### config.mk
export PLATFORM = sky130hd
export DESIGN_NAME = mpg_top
export DESIGN_NICKNAME = d
export VERILOG_FILES = /design/src/hdl/mpg_pkg.sv /design/src/hdl/mpg_timing_out.sv /design/src/hdl/mpg_top.sv
export SDC_FILE = /design/constraint.sdc
export NUM_CORES = 1
export LEC_CHECK = 0
export BUFFER_PORTS_ARGS = -buffer_cell sky130_fd_sc_hd__buf_2
export CORE_ASPECT_RATIO = 1.2
export CORE_MARGIN = 2
export CORE_UTILIZATION = 35
export DETAILED_ROUTE_END_ITERATION = 10
export GPL_TIMING_DRIVEN = 0
export PLACE_DENSITY = 0.57
export SYNTH_ARGS = -nofsm -noshare
export SYNTH_HDL_FRONTEND = slang
export SYNTH_SLANG_ARGS = --single-unit
### constraint.sdc
create_clock -name core_clk -period 9.75 [get_ports core_clk]
set_input_delay 0.975 -clock core_clk [delete_from_list [all_inputs] [get_ports core_clk]]
set_output_delay 0.975 -clock core_clk [all_outputs]
set_load 0.005 [all_outputs]
### src/hdl/mpg_pkg.sv
// Function
// - generator enable setting, off after reset
// - interval 10 us to 10 s, 1 us steps
// - modes: free running, start trigger, burst
// - free running pulses continuously while enabled
// - start trigger waits, then pulses continuously
// - burst pulses on trigger until count reached
// - after burst, wait for next trigger
// - timing independent of sensor exposure/readout
// - trigger pacing barred in rolling-illumination modes
// - pulse train selectable as timing-output reference
// - timing output delay 0-10 s, width 1 us-10 s
package mpg_pkg;
  localparam int unsigned CLK_MHZ      = 125;
  localparam int unsigned US_CYCLES    = CLK_MHZ;   // cycles per microsecond
  localparam int unsigned US_W         = 7;
  localparam int unsigned TIME_W       = 24;        // microseconds, up to 10 s
  localparam int unsigned INTERVAL_MIN = 10;        // us
  localparam int unsigned INTERVAL_MAX = 10000000;  // us
  localparam int unsigned DELAY_MAX    = 10000000;  // us
  localparam int unsigned WIDTH_MIN    = 1;         // us
  localparam int unsigned WIDTH_MAX    = 10000000;  // us
  localparam int unsigned COUNT_W      = 16;
  localparam int unsigned REF_W        = 2;
  localparam logic [1:0]  REF_MASTER   = 2'h3;
  localparam logic [US_W-1:0]   US_LAST  = 7'h7c;
  localparam logic [TIME_W-1:0] IVL_MIN  = 24'h00_000a;
  localparam logic [TIME_W-1:0] IVL_MAX  = 24'h98_9680;
  localparam logic [TIME_W-1:0] TIME_MAX = 24'h98_9680;
  localparam logic [TIME_W-1:0] WID_MIN  = 24'h00_0001;

  typedef enum logic [1:0]
  {
    MPG_FREE  = 2'b00,
    MPG_START = 2'b01,
    MPG_BURST = 2'b10
  } mpg_mode_t;

  typedef enum logic [1:0]
  {
    MPG_IDLE = 2'b00,
    MPG_RUN  = 2'b01
  } mpg_state_t;

  typedef enum logic [1:0]
  {
    MPG_PT_IDLE  = 2'b00,
    MPG_PT_DELAY = 2'b01,
    MPG_PT_HIGH  = 2'b10
  } mpg_pt_state_t;
endpackage : mpg_pkg

### src/hdl/mpg_timing_out.sv
`timescale 1ns/10ps
module mpg_timing_out
  import mpg_pkg::*;
(
  input  wire logic                      core_clk,   // system clock
  input  wire logic                      rst_b,      // async reset, active low
  input  wire logic                      us_tick,    // one-microsecond strobe
  input  wire logic                      ref_event,  // reference event pulse
  input  wire logic [mpg_pkg::TIME_W-1:0] delay_us,  // delay, 0 to 10 s
  input  wire logic [mpg_pkg::TIME_W-1:0] width_us,  // width, 1 us to 10 s
  output logic                           pulse_out   // programmed pulse
);
  import mpg_pkg::*;

  typedef struct packed
  {
    mpg_pt_state_t     st;
    logic [TIME_W-1:0] cnt;
    logic              out;
  } mpg_pt_reg_t;

  mpg_pt_reg_t r;
  mpg_pt_reg_t next_r;
  logic [TIME_W-1:0] dly;
  logic [TIME_W-1:0] wid;

  always_comb
  begin
    // out-of-range settings clamp to the legal span
    dly = (delay_us > TIME_MAX) ? TIME_MAX : delay_us;
    wid = (width_us < WID_MIN) ? WID_MIN :
          ((width_us > TIME_MAX) ? TIME_MAX : width_us);
    next_r = r;
    unique case (r.st)
      MPG_PT_IDLE:
        if (ref_event)
        begin
          next_r.cnt = '0;
          if (dly == '0)
          begin
            next_r.st  = MPG_PT_HIGH;
            next_r.out = 1'b1;
          end
          else
            next_r.st = MPG_PT_DELAY;
        end
      MPG_PT_DELAY:
        if (us_tick)
        begin
          if (r.cnt + 1'b1 >= dly)
          begin
            next_r.cnt = '0;
            next_r.st  = MPG_PT_HIGH;
            next_r.out = 1'b1;
          end
          else
            next_r.cnt = r.cnt + 1'b1;
        end
      MPG_PT_HIGH:
        if (us_tick)
        begin
          if (r.cnt + 1'b1 >= wid)
          begin
            next_r.cnt = '0;
            next_r.st  = MPG_PT_IDLE;
            next_r.out = 1'b0;
          end
          else
            next_r.cnt = r.cnt + 1'b1;
        end
      default:
        next_r = '0;
    endcase
  end

  always_ff @(posedge core_clk or negedge rst_b)
  begin
    if (!rst_b)
      r <= '0;
    else
      r <= next_r;
  end

  assign pulse_out = r.out;

  AST_PT_ZERO_DELAY: assert property (@(posedge core_clk) disable iff (!rst_b)
    (r.st == MPG_PT_IDLE && ref_event && delay_us == '0) |=> pulse_out)
    else $error("zero delay did not raise the output at once");
endmodule : mpg_timing_out

### src/hdl/mpg_top.sv
`timescale 1ns/10ps
module mpg_top
  import mpg_pkg::*;
(
  input  wire logic                        core_clk,       // 125 MHz clock
  input  wire logic                        rst_b,          // async reset, active low
  input  wire logic                        gen_enable,     // generator on
  input  wire logic [1:0]                  gen_mode,       // free/start/burst
  input  wire logic [mpg_pkg::TIME_W-1:0]  interval_us,    // pulse interval in us
  input  wire logic [mpg_pkg::COUNT_W-1:0] burst_count,    // pulses per burst
  input  wire logic                        trig_in,        // trigger pin, async
  input  wire logic                        rolling_mode,   // rolling readout active
  input  wire logic                        exp_pace_sel,   // pace exposure by pulses
  input  wire logic [mpg_pkg::REF_W-1:0]   tout_ref_sel,   // timing-output reference
  input  wire logic                        read_end_evt,   // readout-end event
  input  wire logic                        vsync_evt,      // frame start event
  input  wire logic                        hsync_evt,      // line event
  input  wire logic [mpg_pkg::TIME_W-1:0]  tout_delay_us,  // timing-output delay
  input  wire logic [mpg_pkg::TIME_W-1:0]  tout_width_us,  // timing-output width
  output logic                             master_pulse,   // one-cycle pulse
  output logic                             exp_trigger,    // exposure pacing pulse
  output logic                             gen_active,     // sequence running
  output logic                             pace_refused,   // pacing barred
  output logic                             tout_pulse      // timing output
);
  import mpg_pkg::*;

  typedef struct packed
  {
    logic [1:0]         sync;
    logic               trig_d;
    mpg_state_t         st;
    logic [US_W-1:0]    pre;
    logic               tick;
    logic [TIME_W-1:0]  ivl_cnt;
    logic [COUNT_W-1:0] pulses;
    logic               pulse;
    logic               exp;
    logic               active;
    logic               refused;
    logic               ref_evt;
  } mpg_reg_t;

  mpg_reg_t r;
  mpg_reg_t next_r;
  logic [TIME_W-1:0] ivl;
  logic              trig_edge;
  logic              fire;
  logic              tout_q;

  function automatic logic [TIME_W-1:0] mpg_clamp_ivl(input logic [TIME_W-1:0] v);
    if (v < IVL_MIN)
      return IVL_MIN;
    else if (v > IVL_MAX)
      return IVL_MAX;
    else
      return v;
  endfunction : mpg_clamp_ivl

  always_comb
  begin
    next_r = r;
    ivl = mpg_clamp_ivl(interval_us);
    // the second sync stage feeds the edge detector, never the first
    next_r.sync   = {r.sync[0], trig_in};
    next_r.trig_d = r.sync[1];
    trig_edge     = r.sync[1] & ~r.trig_d;
    // free microsecond prescaler: no sensor timing is consulted
    next_r.tick = 1'b0;
    if (r.pre == US_LAST)
    begin
      next_r.pre  = '0;
      next_r.tick = 1'b1;
    end
    else
      next_r.pre = r.pre + 1'b1;
    fire = 1'b0;
    next_r.pulse = 1'b0;
    unique case (r.st)
      MPG_IDLE:
      begin
        next_r.ivl_cnt = '0;
        if (gen_enable)
        begin
          if (gen_mode == MPG_FREE)
            next_r.st = MPG_RUN;
          else if ((gen_mode == MPG_START || gen_mode == MPG_BURST) && trig_edge)
          begin
            next_r.st = MPG_RUN;
            next_r.pulses = '0;
          end
        end
      end
      MPG_RUN:
      begin
        // triggers are not looked at here, so a repeat is ignored
        if (!gen_enable)
          next_r.st = MPG_IDLE;
        else if (gen_mode == MPG_FREE && r.active == 1'b0)
          next_r.st = MPG_RUN;
        else if (r.tick)
        begin
          if (r.ivl_cnt == '0)
            fire = 1'b1;
          if (r.ivl_cnt + 1'b1 >= ivl)
            next_r.ivl_cnt = '0;
          else
            next_r.ivl_cnt = r.ivl_cnt + 1'b1;
        end
        if (fire)
        begin
          next_r.pulse = 1'b1;
          if (gen_mode == MPG_BURST)
          begin
            next_r.pulses = r.pulses + 1'b1;
            if (r.pulses + 1'b1 >= burst_count)
              next_r.st = MPG_IDLE;
          end
        end
      end
      default:
        next_r.st = MPG_IDLE;
    endcase
    next_r.active  = (next_r.st == MPG_RUN);
    next_r.refused = exp_pace_sel & rolling_mode;
    next_r.exp     = fire & exp_pace_sel & ~rolling_mode;
    unique case (tout_ref_sel)
      2'h0:       next_r.ref_evt = read_end_evt;
      2'h1:       next_r.ref_evt = vsync_evt;
      2'h2:       next_r.ref_evt = hsync_evt;
      REF_MASTER: next_r.ref_evt = fire;
    endcase
  end

  always_ff @(posedge core_clk or negedge rst_b)
  begin
    if (!rst_b)
      r <= '0;
    else
      r <= next_r;
  end

  mpg_timing_out u_tout
  (
    .core_clk  (core_clk),
    .rst_b     (rst_b),
    .us_tick   (r.tick),
    .ref_event (r.ref_evt),
    .delay_us  (tout_delay_us),
    .width_us  (tout_width_us),
    .pulse_out (tout_q)
  );

  assign master_pulse = r.pulse;
  assign exp_trigger  = r.exp;
  assign gen_active   = r.active;
  assign pace_refused = r.refused;
  assign tout_pulse   = tout_q;

  AST_OFF_NO_PULSE: assert property (@(posedge core_clk) disable iff (!rst_b)
    !gen_enable |=> !master_pulse)
    else $error("pulse while generator off");

  AST_TICK_PERIOD: assert property (@(posedge core_clk) disable iff (!rst_b)
    r.tick |=> !r.tick [*8])
    else $error("microsecond tick came too soon");

  AST_PULSE_SPACING: assert property (@(posedge core_clk) disable iff (!rst_b)
    master_pulse |=> !master_pulse [*8])
    else $error("pulses closer than the minimum interval");

  AST_FREE_START: assert property (@(posedge core_clk) disable iff (!rst_b)
    (r.st == MPG_IDLE && gen_enable && gen_mode == MPG_FREE) |=> gen_active)
    else $error("free running did not start");

  AST_START_WAITS: assert property (@(posedge core_clk) disable iff (!rst_b)
    (r.st == MPG_IDLE && gen_mode == MPG_START && !trig_edge) |=> !gen_active)
    else $error("start mode ran without a trigger");

  AST_BURST_END: assert property (@(posedge core_clk) disable iff (!rst_b)
    (r.st == MPG_RUN && gen_enable && gen_mode == MPG_BURST && fire
     && r.pulses + 1'b1 >= burst_count) |=> (!gen_active ##1 !master_pulse))
    else $error("burst did not stop at its count");

  AST_BURST_CLEAR: assert property (@(posedge core_clk) disable iff (!rst_b)
    (r.st == MPG_IDLE && gen_enable && gen_mode == MPG_BURST && trig_edge)
    |=> (r.pulses == '0 && gen_active))
    else $error("burst count not cleared at start");

  AST_PACE_BAR: assert property (@(posedge core_clk) disable iff (!rst_b)
    rolling_mode |=> !exp_trigger)
    else $error("exposure paced in rolling mode");

  AST_REF_MASTER: assert property (@(posedge core_clk) disable iff (!rst_b)
    (tout_ref_sel == REF_MASTER && fire) |=> r.ref_evt)
    else $error("master pulse not passed as reference");

  AST_EXP_NEEDS_PULSE: assert property (@(posedge core_clk) disable iff (!rst_b)
    exp_trigger |-> master_pulse)
    else $error("exposure pulse without a master pulse");

  AST_PACE_PASS: assert property (@(posedge core_clk) disable iff (!rst_b)
    (fire && exp_pace_sel && !rolling_mode) |=> exp_trigger)
    else $error("paced exposure pulse missing");

  AST_PACE_OFF: assert property (@(posedge core_clk) disable iff (!rst_b)
    !exp_pace_sel |=> !exp_trigger)
    else $error("exposure paced while pacing is off");

  AST_REFUSED_SET: assert property (@(posedge core_clk) disable iff (!rst_b)
    (exp_pace_sel && rolling_mode) |=> pace_refused)
    else $error("barred pacing not flagged");

  AST_REFUSED_CLR: assert property (@(posedge core_clk) disable iff (!rst_b)
    !(exp_pace_sel && rolling_mode) |=> !pace_refused)
    else $error("pacing flagged as barred without cause");

  AST_FIRE_PULSE: assert property (@(posedge core_clk) disable iff (!rst_b)
    fire |=> master_pulse)
    else $error("interval elapsed without a pulse");

  AST_NO_FIRE_QUIET: assert property (@(posedge core_clk) disable iff (!rst_b)
    !fire |=> !master_pulse)
    else $error("pulse without an elapsed interval");

  AST_FIRE_ON_TICK: assert property (@(posedge core_clk) disable iff (!rst_b)
    fire |-> r.tick)
    else $error("pulse off the microsecond grid");

  AST_TICK_DUE: assert property (@(posedge core_clk) disable iff (!rst_b)
    (r.pre == US_LAST) |=> r.tick)
    else $error("microsecond tick missing");

  AST_TICK_ONLY_LAST: assert property (@(posedge core_clk) disable iff (!rst_b)
    (r.pre != US_LAST) |=> !r.tick)
    else $error("microsecond tick out of place");

  AST_IDLE_QUIET: assert property (@(posedge core_clk) disable iff (!rst_b)
    (r.st == MPG_IDLE) |=> !master_pulse)
    else $error("pulse while waiting");

  AST_ACTIVE_STATE: assert property (@(posedge core_clk) disable iff (!rst_b)
    gen_active == (r.st == MPG_RUN))
    else $error("active flag disagrees with the sequencer");

  AST_RUN_HOLDS: assert property (@(posedge core_clk) disable iff (!rst_b)
    (r.st == MPG_RUN && gen_enable && !fire) |=> gen_active)
    else $error("running sequence stopped without cause");

  AST_FREE_NO_END: assert property (@(posedge core_clk) disable iff (!rst_b)
    (r.st == MPG_RUN && gen_enable && gen_mode == MPG_FREE) |=> gen_active)
    else $error("free running stopped while enabled");

  AST_START_NO_END: assert property (@(posedge core_clk) disable iff (!rst_b)
    (r.st == MPG_RUN && gen_enable && gen_mode == MPG_START) |=> gen_active)
    else $error("started train stopped while enabled");

  AST_DISABLE_STOP: assert property (@(posedge core_clk) disable iff (!rst_b)
    !gen_enable |=> !gen_active)
    else $error("generator active while off");

  AST_MODE3_IDLE: assert property (@(posedge core_clk) disable iff (!rst_b)
    (r.st == MPG_IDLE && gen_mode == 2'h3) |=> !gen_active)
    else $error("unused mode code started the generator");

  AST_BURST_WAITS: assert property (@(posedge core_clk) disable iff (!rst_b)
    (r.st == MPG_IDLE && gen_mode == MPG_BURST && !trig_edge) |=> !gen_active)
    else $error("burst started without a trigger");

  AST_TRIG_START: assert property (@(posedge core_clk) disable iff (!rst_b)
    (r.st == MPG_IDLE && gen_enable && gen_mode == MPG_START && trig_edge) |=> gen_active)
    else $error("trigger did not start the train");

  AST_SYNC_EDGE: assert property (@(posedge core_clk) disable iff (!rst_b)
    trig_edge |=> !trig_edge)
    else $error("one trigger edge seen twice");

  AST_REF_READ_END: assert property (@(posedge core_clk) disable iff (!rst_b)
    (tout_ref_sel == 2'h0 && read_end_evt) |=> r.ref_evt)
    else $error("readout-end reference lost");

  AST_REF_VSYNC: assert property (@(posedge core_clk) disable iff (!rst_b)
    (tout_ref_sel == 2'h1 && vsync_evt) |=> r.ref_evt)
    else $error("frame start reference lost");

  AST_REF_HSYNC: assert property (@(posedge core_clk) disable iff (!rst_b)
    (tout_ref_sel == 2'h2 && hsync_evt) |=> r.ref_evt)
    else $error("line reference lost");

  AST_REF_QUIET: assert property (@(posedge core_clk) disable iff (!rst_b)
    (tout_ref_sel == REF_MASTER && !fire) |=> !r.ref_evt)
    else $error("reference event without a master pulse");

  AST_IVL_PASS: assert property (@(posedge core_clk) disable iff (!rst_b)
    (interval_us >= IVL_MIN && interval_us <= IVL_MAX) |-> (ivl == interval_us))
    else $error("legal interval altered");

  AST_IVL_LOW: assert property (@(posedge core_clk) disable iff (!rst_b)
    (interval_us < IVL_MIN) |-> (ivl == IVL_MIN))
    else $error("short interval not raised to the minimum");

  AST_IVL_HIGH: assert property (@(posedge core_clk) disable iff (!rst_b)
    (interval_us > IVL_MAX) |-> (ivl == IVL_MAX))
    else $error("long interval not cut to the maximum");

  AST_CNT_IDLE: assert property (@(posedge core_clk) disable iff (!rst_b)
    (r.st == MPG_IDLE) |=> (r.ivl_cnt == '0))
    else $error("interval count not cleared while waiting");
endmodule : mpg_top

; ---- Word-level counts from Yosys, hierarchy flattened
; Index checks and enable logic that the tools add are counted.
[totals]
register_bits = 85
[op_classes]
mux = 46
n_addsub = 4
bitwise_logic = 7
magnitude_cmp = 9
eq_ne = 24
reduce_logical = 15
[ops]
columns = cell, count
row1 = $mux W24, 11
row2 = $mux W27, 3
row3 = $pmux W27 S3, 1
row4 = $pmux W40 S2, 1
row5 = $ge A24 B24 Y1, 3
row6 = $gt A24 B24 Y1 const B, 3
row7 = $mux W16, 4
row8 = $add A24 B1 Y24 const B, 2
row9 = $logic_not A24 Y1, 2
row10 = $lt A24 B1 Y1 const B, 1
row11 = $lt A24 B4 Y1 const B, 1
row12 = $mux W2, 11
row13 = $ne A2 B2 Y1 const B, 11
row14 = $mux W17, 1
row15 = $add A16 B1 Y16 const B, 1
row16 = $ge A16 B16 Y1, 1
row17 = $reduce_and A6 Y1, 2
row18 = $mux W1, 11
row19 = $eq A2 B1 Y1 const B, 5
row20 = $eq A2 B2 Y1 const B, 4
row21 = $logic_not A2 Y1, 4
row22 = $add A7 B1 Y7 const B, 1
row23 = $eq A7 B7 Y1 const B, 1
row24 = $mux W7, 1
row25 = 11 further kinds, 19

; ---- Depth between registers and ports, before layout
; Gate-level depths: netlist of the first run.
[depth]
depth_word = 9
depth_mapped = 17
mapped_depth_nobuf = 15

; ---- Cells and area by module
; Synthesis of the first run repeated with hierarchy kept, for this count alone.
[hier_totals]
cells_unflattened = 886
hier_area_um2 = 7467.2
[by_module_without_submodules]
columns = module, area_per_inst_um2, cells_each, n_inst, seq_area_each_um2
row1 = mpg_top, 4445.5, 515, 1, 1451.4
row2 = mpg_timing_out, 3021.6, 371, 1, 675.6

; ---- Worst setup path after synthesis of the first run
; Ideal clock, no wire load.
[synth_timing]
path_type = input to register
startpoint = input tout_delay_us[14] (netlist bit)
endpoint = register u_tout.r[25] (netlist bit)
arrival_time_ps = 4116
setup_ps = 125
setup_slack_ps = 5510
n_path_buf = 1
required_ps = 9625
cell_stages = 12
cell_sequence = nor4_1 nand4_1 o31ai_1 buf_2 nand2_1 ha_1 nand4_1 a2111oi_2 a211oi_1 o311a_4 nor3_2 mux2_2
[synth_via]
elab_chain_cells = 6
[synth_lines]
columns = element, line_no
row1 = from (decl), mpg_top.sv:18  ; input wire logic [mpg_pkg::TIME_W-1:0] tout_delay_us,
row2 = $gt A24 B24 Y1, mpg_timing_out.sv:30  ; dly = (delay_us > TIME_MAX) ? TIME_MAX : delay_us;
row3 = $mux W24 (*), mpg_timing_out.sv:30
row4 = branches (longest 4 deep; another with $ge A24 B24 Y1), --
row5 = to (signal assigned), mpg_timing_out.sv:81  ; r <= next_r;
row6 = to (decl), mpg_timing_out.sv:22  ; mpg_pt_reg_t r;
; Mark *: on every way between the ends. The select of a mux whose other input is x is not followed.
; A chain may end at the register's enable or synchronous reset.

; ---- Final worst setup path of the first run
[layout_timing]
startpoint = input tout_delay_us[18] (netlist bit)
endpoint = register u_tout.r[9] (netlist bit)
[layout_via]
elab_chain_cells = 6
[layout_lines]
columns = element, line_no
row1 = $gt A24 B24 Y1, mpg_timing_out.sv:30
row2 = $mux W24 (*), mpg_timing_out.sv:30
row3 = $ge A24 B24 Y1 (*), mpg_timing_out.sv:50  ; if (r.cnt + 1'b1 >= dly)
row4 = $mux W24 (*), mpg_timing_out.sv:50
row5 = $mux W27 (*), mpg_timing_out.sv:48  ; if (us_tick)
row6 = $pmux W27 S3 (*), mpg_timing_out.sv:34  ; unique case (r.st)
; Mark *: on every way between the ends. The rest lies on a longest branch, timed or not. The select of a mux whose other input is x is not followed.

==> qor.csv, run 1 <==
metric;value;unit
Finish-stage setup viols;0;
Fin. Hold Viols;0;
worst-path cell chain;buf_2 > nor3_1 > nand3_1 > o31ai_1 > buf_2 > nand2_1 > ha_1 > a211oi_1 > nor2_1 > or3_1 > a211oi_1 > o311a_4 > buf_2 > o21ai_0 > o21ai_1;
overall die height;164.3;um
P&R area growth vs syn;16.21;%
die width;137.6;um
ANT nets after route;0;
most used flip-flop cell after synthesis;dfrtp_1;
initial core utilization;35.73;%
Pwr Density;95.32;nW/um2
Critical Path End Type;flip-flop;
relative slew slack;38.52;%
share of cells above drive strength 1;15.32;%
Root Driver;clkbuf_16;
asr flop ratio synth;100.0;%
Top cell by count, worst path;buf_2;
Core Area;20970;um2
library cells used by synthesis;67;
max-capacitance violation count;0;
fin crit period;4.994;ns
Avg Inst Size Synth;8.181;um2
Worst-Skew Late Latency;0.34;ns
Final Cycle Share;51.22;%
via density per instance;5.213;
worst flop-to-flop path startpoint;u_tout.r[1];
Reg-to-Reg End;u_tout.r[9];
initial DRC count;406;
Worst-path clk slew;0.07;ns
hold buffer count at CTS;0;
FF-to-FF path depth;13;
largest net degree at the start of global routing;44;
Worst Hold End;next_r[55];
Syn Inst Count;916;
Total GRT Usage;17.63;%
drt first pass iters;4;
Synth top area share;28.39;%
Worst Path Class, Setup;in2reg;
fin nets;1230;
worst hold path type;reg2reg;
top area cells in the synthesized netlist;dfrtp_1, ha_1, nand2_1;
Max VDD drop;0.09468;mV
Ports;106;
H-tree levels;3;
Seq/Total Area, Yosys;28.39;%
CTS Buf Count;9;
max incr delay on CP;0.80;ns
die area;22600;um2
post-layout util;41.52;%
RSZ-0062 raised after global routing;no;
mean routed wirelength per cell;14.65;um
number of port buffers;105;
cell depth of the worst hold path;0;
row cnt;58;
Final Max Tran Viols;0;
vias;6818;
HPWL Detailed;15490;um
Worst-Margin Slew;0.9144;ns
Worst Skew;0.008639;ns
Mapped Area;7493;um2
GP Congestion;0.8161;
Post-CTS Setup Repair Bufs;0;
hold_sp;next_r[57];
first-pass GRT wire length;31970;um
wirelength, routed;19170;um
Arr. time, crit path;5.26;ns
Setup WS pre-CTS;4.295;ns
Post-synth EDFFs;0;
crit path max fanout;10;
final worst setup slack;4.756;ns
initial antenna violation count;0;
GR Overflow Total;0;
outcome;completed;
Clock Path Buffers;2;
syn_nets;1113;
Max Freq;200.3;MHz
CTS tree;yes;
Total Neg Setup Slack;0;ns
r2r setup slk;5.69;ns
vias in the first global route;6678;
leakage power;4.430;nW
Yosys reg bits;85;
crit path launch type;input port;
fillers;2198;
CTS resizes;0;
yosys warns;0;
top cell type by total area after synthesis;dfrtp_1;
CP required;10.01;ns
CP max stage cell;o31ai_1;
DRC;0;
antenna diode count;0;
CTS Sinks;85;
==> per-stage QoR <==
stage | instance area (um2) | total power, mW | hold WS [ns] | instances
floorplan | 7493 | 0.4092 | 0.3312 | 916
global placement | 8357 | 0.4590 | 0.3338 | 1291
detailed placement | 8387 | 0.4614 | 0.3426 | 1292
CTS | 8708 | 0.8396 | 0.3584 | 1308
global route | 8708 | 0.8724 | 0.3608 | 1308
finish | 8708 | 0.8301 | 0.3550 | 1308
==> sequential cells by signal, indices dropped and copies added (netlist names) <==
name and flops:
master_pulse 1, gen_active 1, r 52, next_r 2
exp_trigger 1, u_tout.pulse_out 1, pace_refused 1, u_tout.r 26
==> cells in the final DEF (no fill, tap or decap), types with 3 or more instances in the layout <==
cell	synthesis	routed
clkbuf_16	0	9
a21o_1	18	18
nor4_1	14	14
or3_1	5	5
nand4_1	26	26
a22o_1	4	4
xor2_1	24	24
nand4b_1	4	4
and2_1	9	9
a211oi_1	7	7
inv_1	54	54
nor3b_1	3	3
a21oi_1	30	30
inv_6	0	3
clkbuf_1	16	16
o211ai_1	8	8
or2_2	6	6
nand3_1	26	26
xnor2_1	38	38
nand2b_1	8	8
nor2_1	48	48
nor3_1	22	22
nand2_1	135	135
buf_2	11	115
o22ai_1	5	5
buf_6	4	4
o21ai_0	71	71
and3_1	23	23
nor2b_1	27	27
o31ai_1	8	8
and4_1	9	9
a211o_1	3	3
ha_1	96	96
dfrtp_1	85	85
o21ai_1	27	27
==> synth_stat cells (3+ instances only) <==
cell and n:
nor2b_1 27, nor3b_1 3, nor2_1 48, and3_1 23, nor3_1 22, nand4b_1 4
o21ai_0 71, and2_1 9, xor2_1 24, clkbuf_1 16, nand2_1 135, or2_2 6
o21ai_1 27, xnor2_1 38, a211o_1 3, buf_2 11, o211ai_1 8, inv_1 54
dfrtp_1 85, a21o_1 18, o22ai_1 5, a211oi_1 7, buf_6 4, ha_1 96
a22o_1 4, or3_1 5, nand4_1 26, and4_1 9, a21oi_1 30, nor4_1 14
nand3_1 26, o31ai_1 8, nand2b_1 8
==> power breakdown <==
| part | leakage, nW | internal (mW) | total (mW) | switching (mW) |
|---|---|---|---|---|
| Combinational | 3.24 | 0.0409 | 0.0974 | 0.0565 |
| Clock | 0.161 | 0.226 | 0.377 | 0.150 |
| Sequential | 1.03 | 0.355 | 0.356 | 0.00160 |
| Total | 4.43 | 0.622 | 0.830 | 0.208 |
==> routing by layer <==
layer / share of wire, % / global-route usage (%) / wire length [um] / vias up
li1: - / - / - / 3514
met5: 0 / 0 / 0 / -
met3: 3.5 / 1.975 / 679 / 19
met4: 1.3 / 4.358 / 254 / 0
met2: 49 / 32.07 / 9486 / 126
met1: 46 / 22.00 / 8745 / 3159
==> layout make-up <==
type / count / area [um2] / share of cell area (%)
Buffer: 33 / 172.7 / 1.983
Clock buffer: 9 / 225.2 / 2.586
Clock inverter: 7 / 96.34 / 1.106
Inverter: 54 / 202.7 / 2.328
Multi-Input combinational cell: 744 / 4991 / 57.31
Sequential cell: 85 / 2127 / 24.43
Tap cell: 270 / 337.8 / 3.879
Timing Repair Buffer: 106 / 555.5 / 6.379
==> critical path, delay by kind of cell <==
| family | cells | cell delay [ns] |
|---|---|---|
| and+or+nand+nor | 5 | 1.18 |
| AOI/OAI and AO/OA | 6 | 2.10 |
| buffers and inverters | 3 | 0.68 |
| adders and majority gates | 1 | 0.30 |
==> cells by family after synthesis <==
family / Yosys count / share of synthesized area, %
fa+ha+maj: 96 / 16.03
mux: 4 / 0.7346
compound gates: 204 / 16.90
other cells: 1 / 0.05004
simple gates: 377 / 25.65
xor+xnor: 62 / 7.247
flops: 85 / 28.39
buf+inv: 87 / 5.009
==> how the worst max path moves through the flow <==
| stage | from | to | slack (ns) | cells past startpoint |
|---|---|---|---|---|
| 2_1_floorplan | tout_delay_us[14] | u_tout.r[25] | 5.51 | 12 |
| 6_report | tout_delay_us[18] | u_tout.r[9] | 4.76 | 15 |
| 3_3_place_gp | tout_delay_us[18] | u_tout.r[19] | 4.28 | 15 |
| 5_1_grt | tout_delay_us[18] | u_tout.r[19] | 4.36 | 14 |
| 3_5_place_dp | tout_delay_us[18] | u_tout.r[9] | 4.29 | 15 |
| 4_1_cts | tout_delay_us[18] | u_tout.r[9] | 4.61 | 15 |
(Power assumes the default switching activity.)
==> run 2: changes to the inputs <==
- clock period: 9.75 -> 4.88 ns (I/O delays scaled with it)
==> run 2 against run 1 <==
  * Routed wire length hardly changed
  * Clock-buffer cell count stayed put
  * Highest routed layer unchanged
  * Final cell count stayed put
  * Critical endpoint unchanged
  * Combinational power is 100% higher
  * Worst hold slack worse by 0.23 ns
  * Largest power group unchanged
==> qor.csv, run 2 (synthesis results as in run 1) <==
metric;value;unit;change
Total Neg Setup Slack;0;ns;unchanged
fin nets;1230;;unchanged
Clock Path Buffers;2;;unchanged
worst hold path type;in2async;;was reg2reg
CTS Sinks;85;;unchanged
Pwr Density;190.4;nW/um2;was 95.32 nW/um2
Max Freq;234.9;MHz;
most flop-heavy register;r;;unchanged
vias;6839;;was 6818
share of cells above drive strength 1;15.41;%;was 15.32%
number of port buffers;105;;unchanged
worst flop-to-flop path startpoint;u_tout.r[1];;unchanged
Finish-stage setup viols;0;;unchanged
Reg-to-Reg End;u_tout.r[9];;unchanged
Final Max Tran Viols;0;;unchanged
CTS Buf Count;9;;unchanged
Post-CTS Setup Repair Bufs;0;;unchanged
H-tree levels;3;;unchanged
crit path max fanout;10;;unchanged
GR Overflow Total;0;;unchanged
first-pass GRT wire length;31970;um;unchanged
overall die height;164.3;um;unchanged
most frequent cells in the layout;nand2_1, buf_2, ha_1, dfrtp_1, o21ai_0;;unchanged
DRT met1 WL;8731;um;was 8745 um
die width;137.6;um;unchanged
CTS tree;yes;;unchanged
leakage power;4.431;nW;was 4.430 nW
most common cell after layout, fill and taps aside;nand2_1;;unchanged
Worst Skew;0.008430;ns;was 0.008639 ns
antenna diode count;0;;unchanged
max-capacitance violation count;0;;unchanged
top layer in use;met4;;unchanged
via density per instance;5.229;;was 5.213
Max VDD drop;0.1887;mV;was 0.09468 mV
Worst-Margin Slew;0.6235;ns;was 0.9144 ns
Root Driver;clkbuf_16;;unchanged
Worst-Skew Late Latency;0.34;ns;about the same
initial antenna violation count;0;;unchanged
relative slew slack;58.28;%;was 38.52%
routed wl met2;9492;um;was 9486 um
fillers;2198;;unchanged
fin crit period;4.258;ns;
hold buffer count at CTS;0;;unchanged
HPWL Detailed;15490;um;unchanged
P&R area growth vs syn;16.28;%;was 16.21%
CP required;5.14;ns;was 10.01 ns
CTS resizes;0;;unchanged
Total GRT Usage;17.63;%;unchanged
met3 WL;697;um;was 679 um
RSZ-0062 raised after global routing;no;;unchanged
GP Congestion;0.8161;;unchanged
drt first pass iters;4;;unchanged
initial DRC count;404;;was 406
largest net degree at the start of global routing;44;;unchanged
r2r setup slk;0.80;ns;was 5.69 ns
DRC;0;;unchanged
wirelength, routed;19180;um;was 19170 um
max reg flops;52;;unchanged
die area;22600;um2;unchanged
outcome;completed;;unchanged
Final Cycle Share;87.25;%;
Arr. time, crit path;4.52;ns;was 5.26 ns
Critical Path End Type;flip-flop;;unchanged
CP endpoint;u_tout.r[9];;unchanged
ANT nets after route;0;;unchanged
row cnt;58;;unchanged
FF-to-FF path depth;14;;was 13
Critical Path Source;tout_delay_us[18];;unchanged
Worst-path clk slew;0.07;ns;about the same
vias in the first global route;6678;;unchanged
post-layout util;41.55;%;was 41.52%
Ports;106;;unchanged
Fin. Hold Viols;0;;unchanged
crit path launch type;input port;;unchanged
initial core utilization;35.73;%;unchanged
Core Area;20970;um2;unchanged
Worst Path Class, Setup;in2reg;;unchanged
mean routed wirelength per cell;14.66;um;was 14.65 um
-- run 2: cell count changes in the layout (fill, tap and decap cells not counted) --
cell     previous run  this run
o31ai_2             0         1
o31ai_1             8         7
-- run 2: worst min-delay path by stage --
| stage | start | to | slack (ns) | cells after the start |
|---|---|---|---|---|
| final | rst_b | r[5] | 0.13 | 1 |
| after global routing | rst_b | r[11] | 0.17 | 1 |
| after CTS | rst_b | r[12] | 0.17 | 1 |
| after detailed placement | next_r[57] | next_r[55] | 0.34 | 0 |
| after global placement | next_r[57] | next_r[55] | 0.33 | 0 |
| after floorplan | rst_b | exp_trigger | 0.19 | 0 |
-- run 2: power breakdown --
part	switching, mW	internal, mW	total (mW)
clock	0.300	0.452	0.752
sequential	0.00319	0.708	0.712
combinational	0.113	0.0819	0.195
-- run 2: critical path, stage by stage --
cell and delay [ns]:
buf_2 0.10, nor3_1 0.44, nand3_1 0.26, o31ai_2 0.55, buf_2 0.32, nand2_1 0.09, ha_1 0.30, a211oi_1 0.24
nor2_1 0.07, or3_1 0.35, a211oi_1 0.49, o311a_4 0.33, buf_2 0.23, o21ai_0 0.12, o21ai_1 0.14
-- run 2: metrics by stage --
step | setup slack, ns | power (mW) | area, um2 | std cells | hold WS [ns]
2_1_floorplan | 1.127 | 0.8175 | 7493 | 916 | 0.1924
5_1_grt | 0.3075 | 1.743 | 8713 | 1308 | 0.1735
6_report | 0.6222 | 1.659 | 8713 | 1308 | 0.1295
3_3_place_gp | -0.1006 | 0.9171 | 8357 | 1291 | 0.3338
4_1_cts | 0.2287 | 1.678 | 8708 | 1308 | 0.1696
3_5_place_dp | -0.08808 | 0.9219 | 8387 | 1292 | 0.3426
-- run 2: final cells by class --
type                            instances  area [um2]  share of cell area, %
Tap cell                              270       337.8                  3.877
Multi-Input combinational cell        744        4996                  57.34
Timing Repair Buffer                  106       555.5                  6.376
Buffer                                 33       172.7                  1.982
Sequential cell                        85        2127                  24.41
Clock inverter                          7       96.34                  1.106
Inverter                               54       202.7                  2.326
Clock buffer                            9       225.2                  2.585
-- run 2: layer usage --
metal  vias up  GRT usage (%)
met4         0          4.358
met2       142          32.07
li1       3514              -
met5         -              0
met1      3163          22.00
met3        20          1.975
